[config.mk]
export PLATFORM = sky130hd
export DESIGN_NAME = dcc_dma_channel
export DESIGN_NICKNAME = d
export VERILOG_FILES = /design/src/include/dcc_pkg.sv /design/src/hdl/dcc_dma_channel.sv
export SDC_FILE = /design/constraint.sdc
export NUM_CORES = 2
export LEC_CHECK = 0
export BUFFER_PORTS_ARGS = -buffer_cell sky130_fd_sc_hd__buf_2
export CAP_MARGIN = 10
export CORE_AREA = 2 2 243 425
export CTS_CLUSTER_SIZE = 14
export DETAILED_ROUTE_END_ITERATION = 8
export DIE_AREA = 0 0 245 427
export PLACE_DENSITY = 0.8
export SLEW_MARGIN = 20
export SYNTH_ARGS = -nofsm -noshare
export SYNTH_HDL_FRONTEND = slang
export SYNTH_SLANG_ARGS = --single-unit
[constraint.sdc]
create_clock -name clk -period 19 [get_ports clk]
set_input_delay 0.95 -clock clk [delete_from_list [all_inputs] [get_ports clk]]
set_output_delay 0.95 -clock clk [all_outputs]
set_load 0.01 [all_outputs]
[src/include/dcc_pkg.sv]
// shared constants and types for the dma channel with crc checker
package dcc_pkg;

	// ----------------------------------------
	// data path
	// ----------------------------------------
	localparam int          AW         = 32;           // address width
	localparam int          DW         = 32;           // data path width
	localparam int          CW         = 16;           // element counter width
	localparam int          FIFO_DEPTH = 8;            // words between channels
	localparam int          WORD_SHIFT = 2;            // byte offset of a word index
	localparam logic [31:0] WORD_BYTES = 32'h4;        // step to the next word
	localparam logic [31:0] CRC_SEED   = 32'hffffffff; // signature start value

	// ----------------------------------------
	// descriptor formats and layout
	// ----------------------------------------
	localparam logic [1:0] FMT_RING   = 2'h0; // 1d ping-pong ring, two words
	localparam logic [1:0] FMT_LIST   = 2'h1; // 1d linked list, four words
	localparam logic [1:0] FMT_ARRAY  = 2'h2; // 2d array, one word
	localparam logic [1:0] FMT_LIST2D = 2'h3; // 2d linked list, seven words
	localparam logic [2:0] LAST_RING   = 3'h1; // last word index per format
	localparam logic [2:0] LAST_LIST   = 3'h3;
	localparam logic [2:0] LAST_ARRAY  = 3'h0;
	localparam logic [2:0] LAST_LIST2D = 3'h6;
	localparam int         CFG_STOP   = 0;    // config word: end of chain
	localparam int         CFG_CIRC   = 1;    // config word: repeat sequence

	// descriptor word meaning
	typedef enum logic [2:0] {
		F_NEXT  = 3'h0,
		F_ADDR  = 3'h1,
		F_XCNT  = 3'h2,
		F_XSTEP = 3'h3,
		F_YCNT  = 3'h4,
		F_YSTEP = 3'h5,
		F_CFG   = 3'h6
	} dcc_field_t;

	// ----------------------------------------
	// checking unit modes
	// ----------------------------------------
	localparam logic [1:0] CRC_SCAN   = 2'h0; // signature only
	localparam logic [1:0] CRC_XFER   = 2'h1; // signature and copy
	localparam logic [1:0] CRC_VERIFY = 2'h2; // compare words to a constant
	localparam logic [1:0] CRC_FILL   = 2'h3; // write a constant

	// channel sequencer states
	typedef enum logic [4:0] {
		ST_IDLE  = 5'h01,
		ST_FETCH = 5'h02,
		ST_ARM   = 5'h04,
		ST_RUN   = 5'h08,
		ST_DRAIN = 5'h10
	} dcc_state_t;

endpackage

[src/hdl/dcc_dma_channel.sv]
// memory-to-memory dma channel pair with crc32 checking unit
//
// Notes on behaviour
// RULE1 - stream uses a source and destination channel
// RULE2 - software starts register mode by writing setup
// RULE3 - completion reloads working state from setup
// RULE4 - descriptor mode fetches parameters, follows links
// RULE5 - linear buffer stops when fully moved
// RULE6 - element step may be negative, positive, zero
// RULE7 - circular buffer wraps, interrupts when full
// RULE8 - optional interrupt at half buffer (2d buffers pulse at half of the last row instead)
// RULE9 - ring of two-word descriptors: link, address
// RULE10 - four-word descriptors: link, address, length, config
// RULE11 - one-word array descriptors change address only
// RULE12 - 2d linked descriptors load every parameter
// RULE13 - system clock, 32-bit data path
// RULE14 - crc32 signature over 32-bit words
// RULE15 - scan reads source; transfer forwards to destination
// RULE16 - signature mismatch against expected raises fault
// RULE17 - verify mode and 1d/2d fill mode
// RULE18 - programmable polynomial, bit and byte mirroring
// RULE19 - separate fault and error outputs
// RULE20 - mismatch flag held until software clears
`timescale 1ns/1ns

// ----------------------------------------
// word fifo between source and destination
// ----------------------------------------
module dcc_fifo #(
	parameter int W = 32,
	parameter int D = 8
) (
	// clock and reset
	input  wire logic         clk,
	input  wire logic         nrst,
	// fill side
	input  wire logic         in_valid,
	output logic              in_ready,
	input  wire logic [W-1:0] in_data,
	// drain side
	output logic              out_valid,
	input  wire logic         out_ready,
	output logic [W-1:0]      out_data
);
	localparam int PW = $clog2(D);

	logic [W-1:0] mem_q [D];  // storage
	logic [PW-1:0] wp_q;      // write pointer
	logic [PW-1:0] rp_q;      // read pointer
	logic [PW:0]   cnt_q;     // words held

	assign in_ready  = (cnt_q != (PW+1)'(D));
	assign out_valid = (cnt_q != '0);
	assign out_data  = mem_q[rp_q];

	// pointers and count
	always_ff @(posedge clk) begin
		if (!nrst) begin
			wp_q  <= '0;
			rp_q  <= '0;
			cnt_q <= '0;
		end else begin
			if (in_valid && in_ready) begin
				wp_q <= (wp_q == PW'(D-1)) ? '0 : wp_q + 1'b1;
			end
			if (out_valid && out_ready) begin
				rp_q <= (rp_q == PW'(D-1)) ? '0 : rp_q + 1'b1;
			end
			cnt_q <= cnt_q + (PW+1)'(in_valid && in_ready) - (PW+1)'(out_valid && out_ready);
		end
	end

	// storage write
	always_ff @(posedge clk) begin
		if (in_valid && in_ready) begin
			mem_q[wp_q] <= in_data;
		end
	end
endmodule

// ----------------------------------------
// channel pair and checking unit
// ----------------------------------------
module dcc_dma_channel (
	// clock and reset
	input  wire logic        clk,
	input  wire logic        nrst,
	// channel control
	input  wire logic        start,
	input  wire logic        stop_req,
	input  wire logic        desc_mode,
	input  wire logic [1:0]  desc_fmt,
	input  wire logic [31:0] desc_ptr,
	input  wire logic [15:0] desc_num,
	input  wire logic        circ_en,
	input  wire logic        frac_en,
	// transfer setup
	input  wire logic [31:0] src_addr,
	input  wire logic [15:0] x_count,
	input  wire logic [31:0] x_step,
	input  wire logic [15:0] y_count,
	input  wire logic [31:0] y_step,
	input  wire logic [31:0] dst_addr,
	input  wire logic [31:0] dst_step,
	// checking unit setup
	input  wire logic [1:0]  crc_mode,
	input  wire logic [31:0] crc_poly,
	input  wire logic        bit_rev,
	input  wire logic        byte_rev,
	input  wire logic [31:0] crc_expect,
	input  wire logic [31:0] fill_value,
	input  wire logic        fault_clr,
	// source read port
	output logic             rd_req,
	output logic [31:0]      rd_addr,
	input  wire logic        rd_ack,
	input  wire logic [31:0] rd_data,
	// destination write port
	output logic             wr_req,
	output logic [31:0]      wr_addr,
	output logic [31:0]      wr_data,
	input  wire logic        wr_ack,
	// status
	output logic             busy,
	output logic             seq_done,
	output logic             frac_irq,
	output logic [31:0]      crc_value,
	output logic             crc_fault,
	output logic             crc_error,
	output logic             mismatch_flag
);
	// ----------------------------------------
	// state
	// ----------------------------------------
	dcc_pkg::dcc_state_t state_q;  // sequencer
	dcc_pkg::dcc_field_t fld;      // meaning of the fetched word
	logic [31:0] ptr_q;            // current descriptor
	logic [31:0] nxt_q;            // link to next descriptor
	logic [2:0]  idx_q;            // word within descriptor
	logic [15:0] dleft_q;          // array entries left
	logic [1:0]  fmt_q;            // descriptor format
	logic        dmode_q;          // descriptor mode
	logic [31:0] base_q;           // buffer start
	logic [31:0] addr_q;           // source element address
	logic [15:0] xlen_q;           // elements per row
	logic [31:0] xstep_q;          // step between elements
	logic [15:0] ylen_q;           // rows
	logic [31:0] ystep_q;          // step between rows
	logic [15:0] xrem_q;           // elements left in row
	logic [15:0] yrem_q;           // rows left
	logic        circ_q;           // repeat sequence
	logic        cstop_q;          // end of chain
	logic        rd_req_q;         // read outstanding
	logic [31:0] rd_addr_q;        // read address
	logic        wr_req_q;         // write outstanding
	logic [31:0] wr_addr_q;        // write address
	logic [31:0] wr_data_q;        // write data
	logic [31:0] crc_q;            // running signature
	logic        done_q;           // sequence end pulse
	logic        frac_q;           // half buffer pulse
	logic        fault_q;          // signature mismatch pulse
	logic        err_q;            // operational error pulse
	logic        flag_q;           // sticky mismatch

	// fifo hookup and derived strobes
	logic        f_in_valid;
	logic        f_in_ready;
	logic        f_out_valid;
	logic [31:0] f_out_data;
	logic        fill_m;           // constant source
	logic        push_m;           // words go to destination
	logic        read_m;           // words come from memory
	logic        word_v;           // a source word is taken
	logic [31:0] word;             // that source word
	logic        seq_end;          // all words written
	logic        dst_load;         // reload destination address
	logic [2:0]  last_idx;         // last word of descriptor

	assign fill_m     = (crc_mode == dcc_pkg::CRC_FILL);
	assign push_m     = fill_m || (crc_mode == dcc_pkg::CRC_XFER); // RULE15
	assign read_m     = !fill_m;
	assign word_v     = (state_q == dcc_pkg::ST_RUN) && (fill_m ? f_in_ready : rd_ack);
	assign word       = fill_m ? fill_value : rd_data; // RULE17
	assign f_in_valid = word_v && push_m;
	assign seq_end    = (state_q == dcc_pkg::ST_DRAIN) && !f_out_valid && !wr_req_q;
	assign dst_load   = ((state_q == dcc_pkg::ST_IDLE) && start) || (seq_end && !dmode_q);

	// outputs
	assign rd_req        = rd_req_q;
	assign rd_addr       = rd_addr_q;
	assign wr_req        = wr_req_q;
	assign wr_addr       = wr_addr_q;
	assign wr_data       = wr_data_q;
	assign busy          = (state_q != dcc_pkg::ST_IDLE);
	assign seq_done      = done_q;
	assign frac_irq      = frac_q;
	assign crc_value     = crc_q;
	assign crc_fault     = fault_q;
	assign crc_error     = err_q;
	assign mismatch_flag = flag_q;

	// ----------------------------------------
	// descriptor word decode
	// ----------------------------------------
	always_comb begin
		fld      = dcc_pkg::F_ADDR;
		last_idx = dcc_pkg::LAST_ARRAY;
		case (fmt_q)
			dcc_pkg::FMT_RING: begin // RULE9
				last_idx = dcc_pkg::LAST_RING;
				fld      = (idx_q == 3'h0) ? dcc_pkg::F_NEXT : dcc_pkg::F_ADDR;
			end
			dcc_pkg::FMT_LIST: begin // RULE10
				last_idx = dcc_pkg::LAST_LIST;
				case (idx_q)
					3'h0:    fld = dcc_pkg::F_NEXT;
					3'h1:    fld = dcc_pkg::F_ADDR;
					3'h2:    fld = dcc_pkg::F_XCNT;
					default: fld = dcc_pkg::F_CFG;
				endcase
			end
			dcc_pkg::FMT_LIST2D: begin // RULE12
				last_idx = dcc_pkg::LAST_LIST2D;
				fld      = dcc_pkg::dcc_field_t'(idx_q);
			end
			default: begin // RULE11
				last_idx = dcc_pkg::LAST_ARRAY;
				fld      = dcc_pkg::F_ADDR;
			end
		endcase
	end

	// ----------------------------------------
	// source channel sequencer
	// ----------------------------------------
	always_ff @(posedge clk) begin
		if (!nrst) begin
			state_q   <= dcc_pkg::ST_IDLE;
			ptr_q     <= '0;
			nxt_q     <= '0;
			idx_q     <= '0;
			dleft_q   <= '0;
			fmt_q     <= '0;
			dmode_q   <= 1'b0;
			base_q    <= '0;
			addr_q    <= '0;
			xlen_q    <= '0;
			xstep_q   <= '0;
			ylen_q    <= '0;
			ystep_q   <= '0;
			xrem_q    <= '0;
			yrem_q    <= '0;
			circ_q    <= 1'b0;
			cstop_q   <= 1'b0;
			rd_req_q  <= 1'b0;
			rd_addr_q <= '0;
			done_q    <= 1'b0;
			frac_q    <= 1'b0;
		end else begin
			done_q <= 1'b0;
			frac_q <= 1'b0;
			case (state_q)
				dcc_pkg::ST_IDLE: begin
					if (start) begin // RULE2
						base_q  <= src_addr;
						xlen_q  <= x_count;
						xstep_q <= x_step;
						ylen_q  <= y_count;
						ystep_q <= y_step;
						circ_q  <= circ_en;
						cstop_q <= 1'b0;
						dmode_q <= desc_mode;
						fmt_q   <= desc_fmt;
						ptr_q   <= desc_ptr;
						dleft_q <= desc_num;
						idx_q   <= '0;
						state_q <= desc_mode ? dcc_pkg::ST_FETCH : dcc_pkg::ST_ARM; // RULE4
					end
				end
				dcc_pkg::ST_FETCH: begin
					// one descriptor word per read
					if (!rd_req_q) begin
						rd_req_q  <= 1'b1;
						rd_addr_q <= ptr_q + ({29'h0, idx_q} << dcc_pkg::WORD_SHIFT);
					end else if (rd_ack) begin
						rd_req_q <= 1'b0;
						case (fld)
							dcc_pkg::F_NEXT:  nxt_q   <= rd_data;
							dcc_pkg::F_ADDR:  base_q  <= rd_data;
							dcc_pkg::F_XCNT:  xlen_q  <= rd_data[dcc_pkg::CW-1:0];
							dcc_pkg::F_XSTEP: xstep_q <= rd_data;
							dcc_pkg::F_YCNT:  ylen_q  <= rd_data[dcc_pkg::CW-1:0];
							dcc_pkg::F_YSTEP: ystep_q <= rd_data;
							default: begin
								cstop_q <= rd_data[dcc_pkg::CFG_STOP];
								circ_q  <= rd_data[dcc_pkg::CFG_CIRC];
							end
						endcase
						idx_q <= idx_q + 3'h1;
						if (idx_q == last_idx) begin
							// array entries sit back to back
							ptr_q   <= (fmt_q == dcc_pkg::FMT_ARRAY) ? ptr_q + dcc_pkg::WORD_BYTES
							                                          : nxt_q;
							if (fld == dcc_pkg::F_NEXT) begin
								ptr_q <= rd_data;
							end
							state_q <= dcc_pkg::ST_ARM;
						end
					end
				end
				dcc_pkg::ST_ARM: begin
					// restart at buffer start
					addr_q  <= base_q; // RULE7
					xrem_q  <= xlen_q;
					yrem_q  <= ylen_q;
					state_q <= (xlen_q == '0) ? dcc_pkg::ST_IDLE : dcc_pkg::ST_RUN;
				end
				dcc_pkg::ST_RUN: begin
					// issue next read only with room for its word
					if (!rd_req_q && read_m && (f_in_ready || !push_m)) begin
						rd_req_q  <= 1'b1;
						rd_addr_q <= addr_q;
					end else if (rd_ack) begin
						rd_req_q <= 1'b0;
					end
					if (word_v) begin
						if (xrem_q == 16'h1) begin
							if (yrem_q <= 16'h1) begin
								state_q <= dcc_pkg::ST_DRAIN; // RULE5
							end else begin
								yrem_q <= yrem_q - 16'h1;
								xrem_q <= xlen_q;
								addr_q <= addr_q + ystep_q; // RULE17
							end
						end else begin
							xrem_q <= xrem_q - 16'h1;
							addr_q <= addr_q + xstep_q; // RULE6
						end
						if (frac_en && (yrem_q <= 16'h1) && (xrem_q == (xlen_q >> 1) + 16'h1)) begin
							frac_q <= 1'b1; // RULE8
						end
					end
				end
				dcc_pkg::ST_DRAIN: begin
					// wait until the destination has written every word
					if (seq_end) begin
						done_q <= 1'b1; // RULE7
						idx_q  <= '0;
						if (stop_req) begin
							state_q <= dcc_pkg::ST_IDLE;
						end else if (dmode_q) begin
							if (circ_q) begin
								state_q <= dcc_pkg::ST_ARM;
							end else if (fmt_q == dcc_pkg::FMT_ARRAY) begin
								dleft_q <= dleft_q - 16'h1;
								state_q <= (dleft_q <= 16'h1) ? dcc_pkg::ST_IDLE
								                              : dcc_pkg::ST_FETCH;
							end else begin
								state_q <= cstop_q ? dcc_pkg::ST_IDLE : dcc_pkg::ST_FETCH; // RULE4
							end
						end else begin
							// reload working setup
							base_q  <= src_addr; // RULE3
							xlen_q  <= x_count;
							xstep_q <= x_step;
							ylen_q  <= y_count;
							ystep_q <= y_step;
							state_q <= circ_q ? dcc_pkg::ST_ARM : dcc_pkg::ST_IDLE;
						end
					end
				end
				default: state_q <= dcc_pkg::ST_IDLE;
			endcase
		end
	end

	// ----------------------------------------
	// word fifo
	// ----------------------------------------
	dcc_fifo #(
		.W (dcc_pkg::DW), // RULE13
		.D (dcc_pkg::FIFO_DEPTH)
	) u_fifo (
		.clk       (clk),
		.nrst      (nrst),
		.in_valid  (f_in_valid),
		.in_ready  (f_in_ready),
		.in_data   (word),
		.out_valid (f_out_valid),
		.out_ready (!wr_req_q),
		.out_data  (f_out_data)
	);

	// ----------------------------------------
	// destination channel
	// ----------------------------------------
	always_ff @(posedge clk) begin
		if (!nrst) begin
			wr_req_q  <= 1'b0;
			wr_addr_q <= '0;
			wr_data_q <= '0;
		end else begin
			if (dst_load) begin
				wr_addr_q <= dst_addr; // RULE3
			end else if (wr_req_q && wr_ack) begin
				wr_req_q  <= 1'b0;
				wr_addr_q <= wr_addr_q + dst_step;
			end else if (!wr_req_q && f_out_valid) begin
				wr_req_q  <= 1'b1; // RULE1
				wr_data_q <= f_out_data;
			end
		end
	end

	// ----------------------------------------
	// crc32 engine
	// ----------------------------------------
	function automatic logic [31:0] mirror(input logic [31:0] d);
		logic [31:0] b;
		logic [31:0] r;
		b = byte_rev ? {d[7:0], d[15:8], d[23:16], d[31:24]} : d;
		r = b;
		if (bit_rev) begin
			for (int i = 0; i < 32; i++) begin
				r[i] = b[31-i];
			end
		end
		return r;
	endfunction

	function automatic logic [31:0] crc_step(input logic [31:0] c, input logic [31:0] d);
		logic [31:0] r;
		logic        fb;
		r = c;
		for (int i = 31; i >= 0; i--) begin
			fb = r[31] ^ d[i];
			r  = {r[30:0], 1'b0} ^ (fb ? crc_poly : 32'h0);
		end
		return r;
	endfunction

	// signature over each source word
	always_ff @(posedge clk) begin
		if (!nrst) begin
			crc_q <= dcc_pkg::CRC_SEED;
		end else if (state_q == dcc_pkg::ST_ARM) begin
			crc_q <= dcc_pkg::CRC_SEED;
		end else if (word_v) begin
			crc_q <= crc_step(crc_q, mirror(word)); // RULE14 RULE18
		end
	end

	// ----------------------------------------
	// fault and error reporting
	// ----------------------------------------
	always_ff @(posedge clk) begin
		if (!nrst) begin
			fault_q <= 1'b0;
			err_q   <= 1'b0;
			flag_q  <= 1'b0;
		end else begin
			fault_q <= seq_end && !push_m && (crc_mode == dcc_pkg::CRC_SCAN) && (crc_q != crc_expect)
			        || seq_end && (crc_mode == dcc_pkg::CRC_XFER) && (crc_q != crc_expect); // RULE16
			err_q   <= (word_v && (crc_mode == dcc_pkg::CRC_VERIFY) && (word != fill_value))
			        || ((state_q == dcc_pkg::ST_ARM) && (xlen_q == '0)); // RULE19
			// set wins over clear
			if (fault_q || err_q) begin
				flag_q <= 1'b1; // RULE20
			end else if (fault_clr) begin
				flag_q <= 1'b0;
			end
		end
	end
endmodule

==> results_dict.tcl <==
set metrics [dict create \
    outcome "finished clean" \
    fin_tns_setup_ps 0 \
    path_class "in2reg" \
    arrival_ps 18460 \
    synth_xor_xnor_area_share_pct 16.2 \
    rsz0062_at_grt "no" \
    hold_start "nxt_q[2]" \
    synth_ff_type "dfxtp_1" \
    coreArea_mm2 0.101 \
    grt_start_max_net_pins 160 \
    layout_min_cycle_time_ps 17870 \
    cts.sinks 686 \
    cap_violations 0 \
    wl_per_cell_um 26.9 \
    skew_ps 42.4 \
    crit_path_start "byte_rev" \
    yosysUniqueCellTypes 124 \
    start_util_pct 54.4 \
    wl_met3_mm 24.5 \
    synthesis.area_mm2 0.0552 \
    yosys-top-cells-area "dfxtp_1 16%, edfxtp_1 14%, xnor2_1 13%" \
    synth_top_area_cell "dfxtp_1" \
    rrSetupSlack_ps 1850 \
    post-route-period-util_pct 94.1 \
    post-cts-setup-buffers 0 \
    grt_pass1_wl_mm 329 \
    antenna_left 0 \
    cts_root_buffer "clkbuf_16" \
    placed_area_mm2 0.0587 \
    setup_viol 0 \
    dp_hpwl_mm 163 \
    synth_compound_area_share_pct 21.2 \
    slew_headroom_pct 17.1 \
    dieHeight_um 427 \
    synth_edf_count 256 \
    insertion_delay_ps 680 \
    grt_usage_pct 41.9 \
    rows 155 \
    routed_wl_mm 227 \
    crit_path_max_incr_delay_ps 740 \
    worstRegToRegCells 46 \
    area_growth_pct 10.1 \
    htreeDepth 2 \
    synthMuxAreaShare_pct 6.65 \
    synthAdderAreaFrac_pct 2.12 \
    highest_layer "met5" \
    async_flop_share_pct 0 \
    synth_top_area_share_pct 15.6 \
    fin_util_pct 59.9 \
    ys_ff_latch 686 \
    vias_per_cell 6.58 \
    gp_congestion 1.12 \
    stdcell_area_mm2 0.0608 \
    avgSynthCellArea_um2 8.03 \
    hp-class "reg2reg" \
    fin_nets 7511 \
    die_area_mm2 0.105 \
    cts_tree "done" \
    rr_endpoint "crc_value[3]" \
    first_global_vias 51600 \
    portBuffers 519 \
    synth_fp_nets 7351 \
    wl_met2_mm 102 \
    max-clock-path-buffers 3 \
    yosys-top-cells-count "1126 x nand2_1, 828 x xnor2_1, 694 x nor2_1, 483 x a21oi_1, 467 x clkbuf_1" \
    crit_path_top_delay_cell "a221oi_1" \
    drc 0 \
    die_x_um 245 \
    tightestPinTransition_ps 1210 \
    clk_pin_slew_worst_paths_ps 70 \
    max_freq_mhz 55.9 \
    synth_warnings 0 \
    critPathRequiredTime_ps 19590 \
    io_pins 520 \
    drv_slew 0 \
    crit_fanout 45 \
    drt-pass1-iter-count 7 \
    layout-drive-gt1-share_pct 15.1 \
    endpoint "crc_value[3]" \
    ctsHoldBuffers 0 \
    ys_seq_area_share_pct 29.5 \
    synth-simple-area-share_pct 19.0 \
    start_kind "input pin" \
    hold_viol_final 0 \
    drtIter0Drc 7143 \
    antenna_found_initial 47 \
    cts_made_buffers 61 \
    synth_cells 6876 \
    yosysMostFrequentCell "nand2_1" \
    wl_met1_mm 74.2 \
    rr_startpoint "crc_value[31]" \
    endpoint_kind "flip-flop" \
    overflow 0 \
    synth_top_family_by_area "compound AO/OA/AOI/OAI gates" \
    vias 55600 \
]
## worst max-delay path: cells and delay by family
kind,cells,cell delay (ps)
compound gates,19,7170
xor+xnor,11,4140
mux,4,1650
simple gates,8,2100
buf+inv,7,2370
## stage by stage
stage          setup WS [ps]  hold WS (ps)  std cells
2_1_floorplan           5160           432       6876
3_3_place_gp            1420           436       8306
3_5_place_dp             933           442       8306
4_1_cts                 1570           452       8417
5_1_grt                  134           472       8423
6_report                1130           453       8447
## layout by cell type (no fill, tap or decap), types with 21 or more instances in the layout
master        n
ha_1         87
and4_1       36
o22ai_1      59
a32oi_1     115
mux2i_1     118
buf_4       181
nand3_1      85
inv_1       142
nor4_1       43
edfxtp_1    256
a22o_1       25
xnor3_1      38
xnor2_1     817
o21bai_1     45
a311oi_1     42
a21oi_1     481
and2_1       31
mux2_2       45
nand2b_1     25
nor2_1      682
a21o_1       31
nand2_1    1122
a31oi_1      30
diode_2      29
or3_1        21
mux4_2       86
xor2_1       62
a211oi_1    275
and3_1       51
clkbuf_1     22
o21ai_0     336
a221oi_1     22
dfxtp_1     427
clkbuf_16    61
nor3_1      107
o211ai_1     60
buf_2       518
nand4_1      40
## registers in the layout (all words and copies together) (netlist names), 2 cells and up
name	flops
base_q	32
u_fifo.mem_q	256
fmt_q	2
u_fifo.wp_q	3
dleft_q	16
yrem_q	16
ystep_q	32
wr_addr	32
wr_data	32
u_fifo.rp_q	3
ptr_q	32
addr_q	32
xstep_q	32
nxt_q	32
ylen_q	16
u_fifo.cnt_q	4
crc_value	32
state_q	5
xlen_q	16
rd_addr	32
idx_q	3
xrem_q	16
## area by class of cell
type                            count  area, um2
Tap cell                         1334       1670
Clock buffer                       89       1690
Clock inverter                     22        241
Antenna cell                       29       72.6
Fill cell                        8911      40600
Sequential cell                   686      16300
Multi-Input combinational cell   5440      36300
Inverter                          146        557
Timing Repair Buffer              701       3970
## worst min path at each step
| stage | to | cells after the start |
|---|---|---|
| finish | nxt_q[2] | 2 |
| floorplan | nxt_q[10] | 2 |
| CTS | nxt_q[2] | 2 |
| global route | nxt_q[26] | 2 |
| global placement | rd_addr[11] | 2 |
| detailed placement | nxt_q[2] | 2 |
## repair_timing
action,in CTS,in global routing
setup endpoints to repair,0,7
hold endpoints to repair,0,0
resized for setup,0,1
## kinds of logic after synthesis
group / after synthesis
AOI/OAI and AO/OA: 1758
xor gates and xnor gates: 944
adders and majority gates: 91
buffers and inverters: 750
DFF: 686
muxes: 253
and+or+nand+nor: 2394
## metal layers
metal	vias to the layer above	track usage [%]
met1	26000	44.8
met5	-	0
met3	1180	10.7
met4	34	39.0
li1	24800	-
met2	3615	67.5
Power is not shown: default switching activity piles up to over one toggle a cycle in this logic, so the estimate is an artifact.
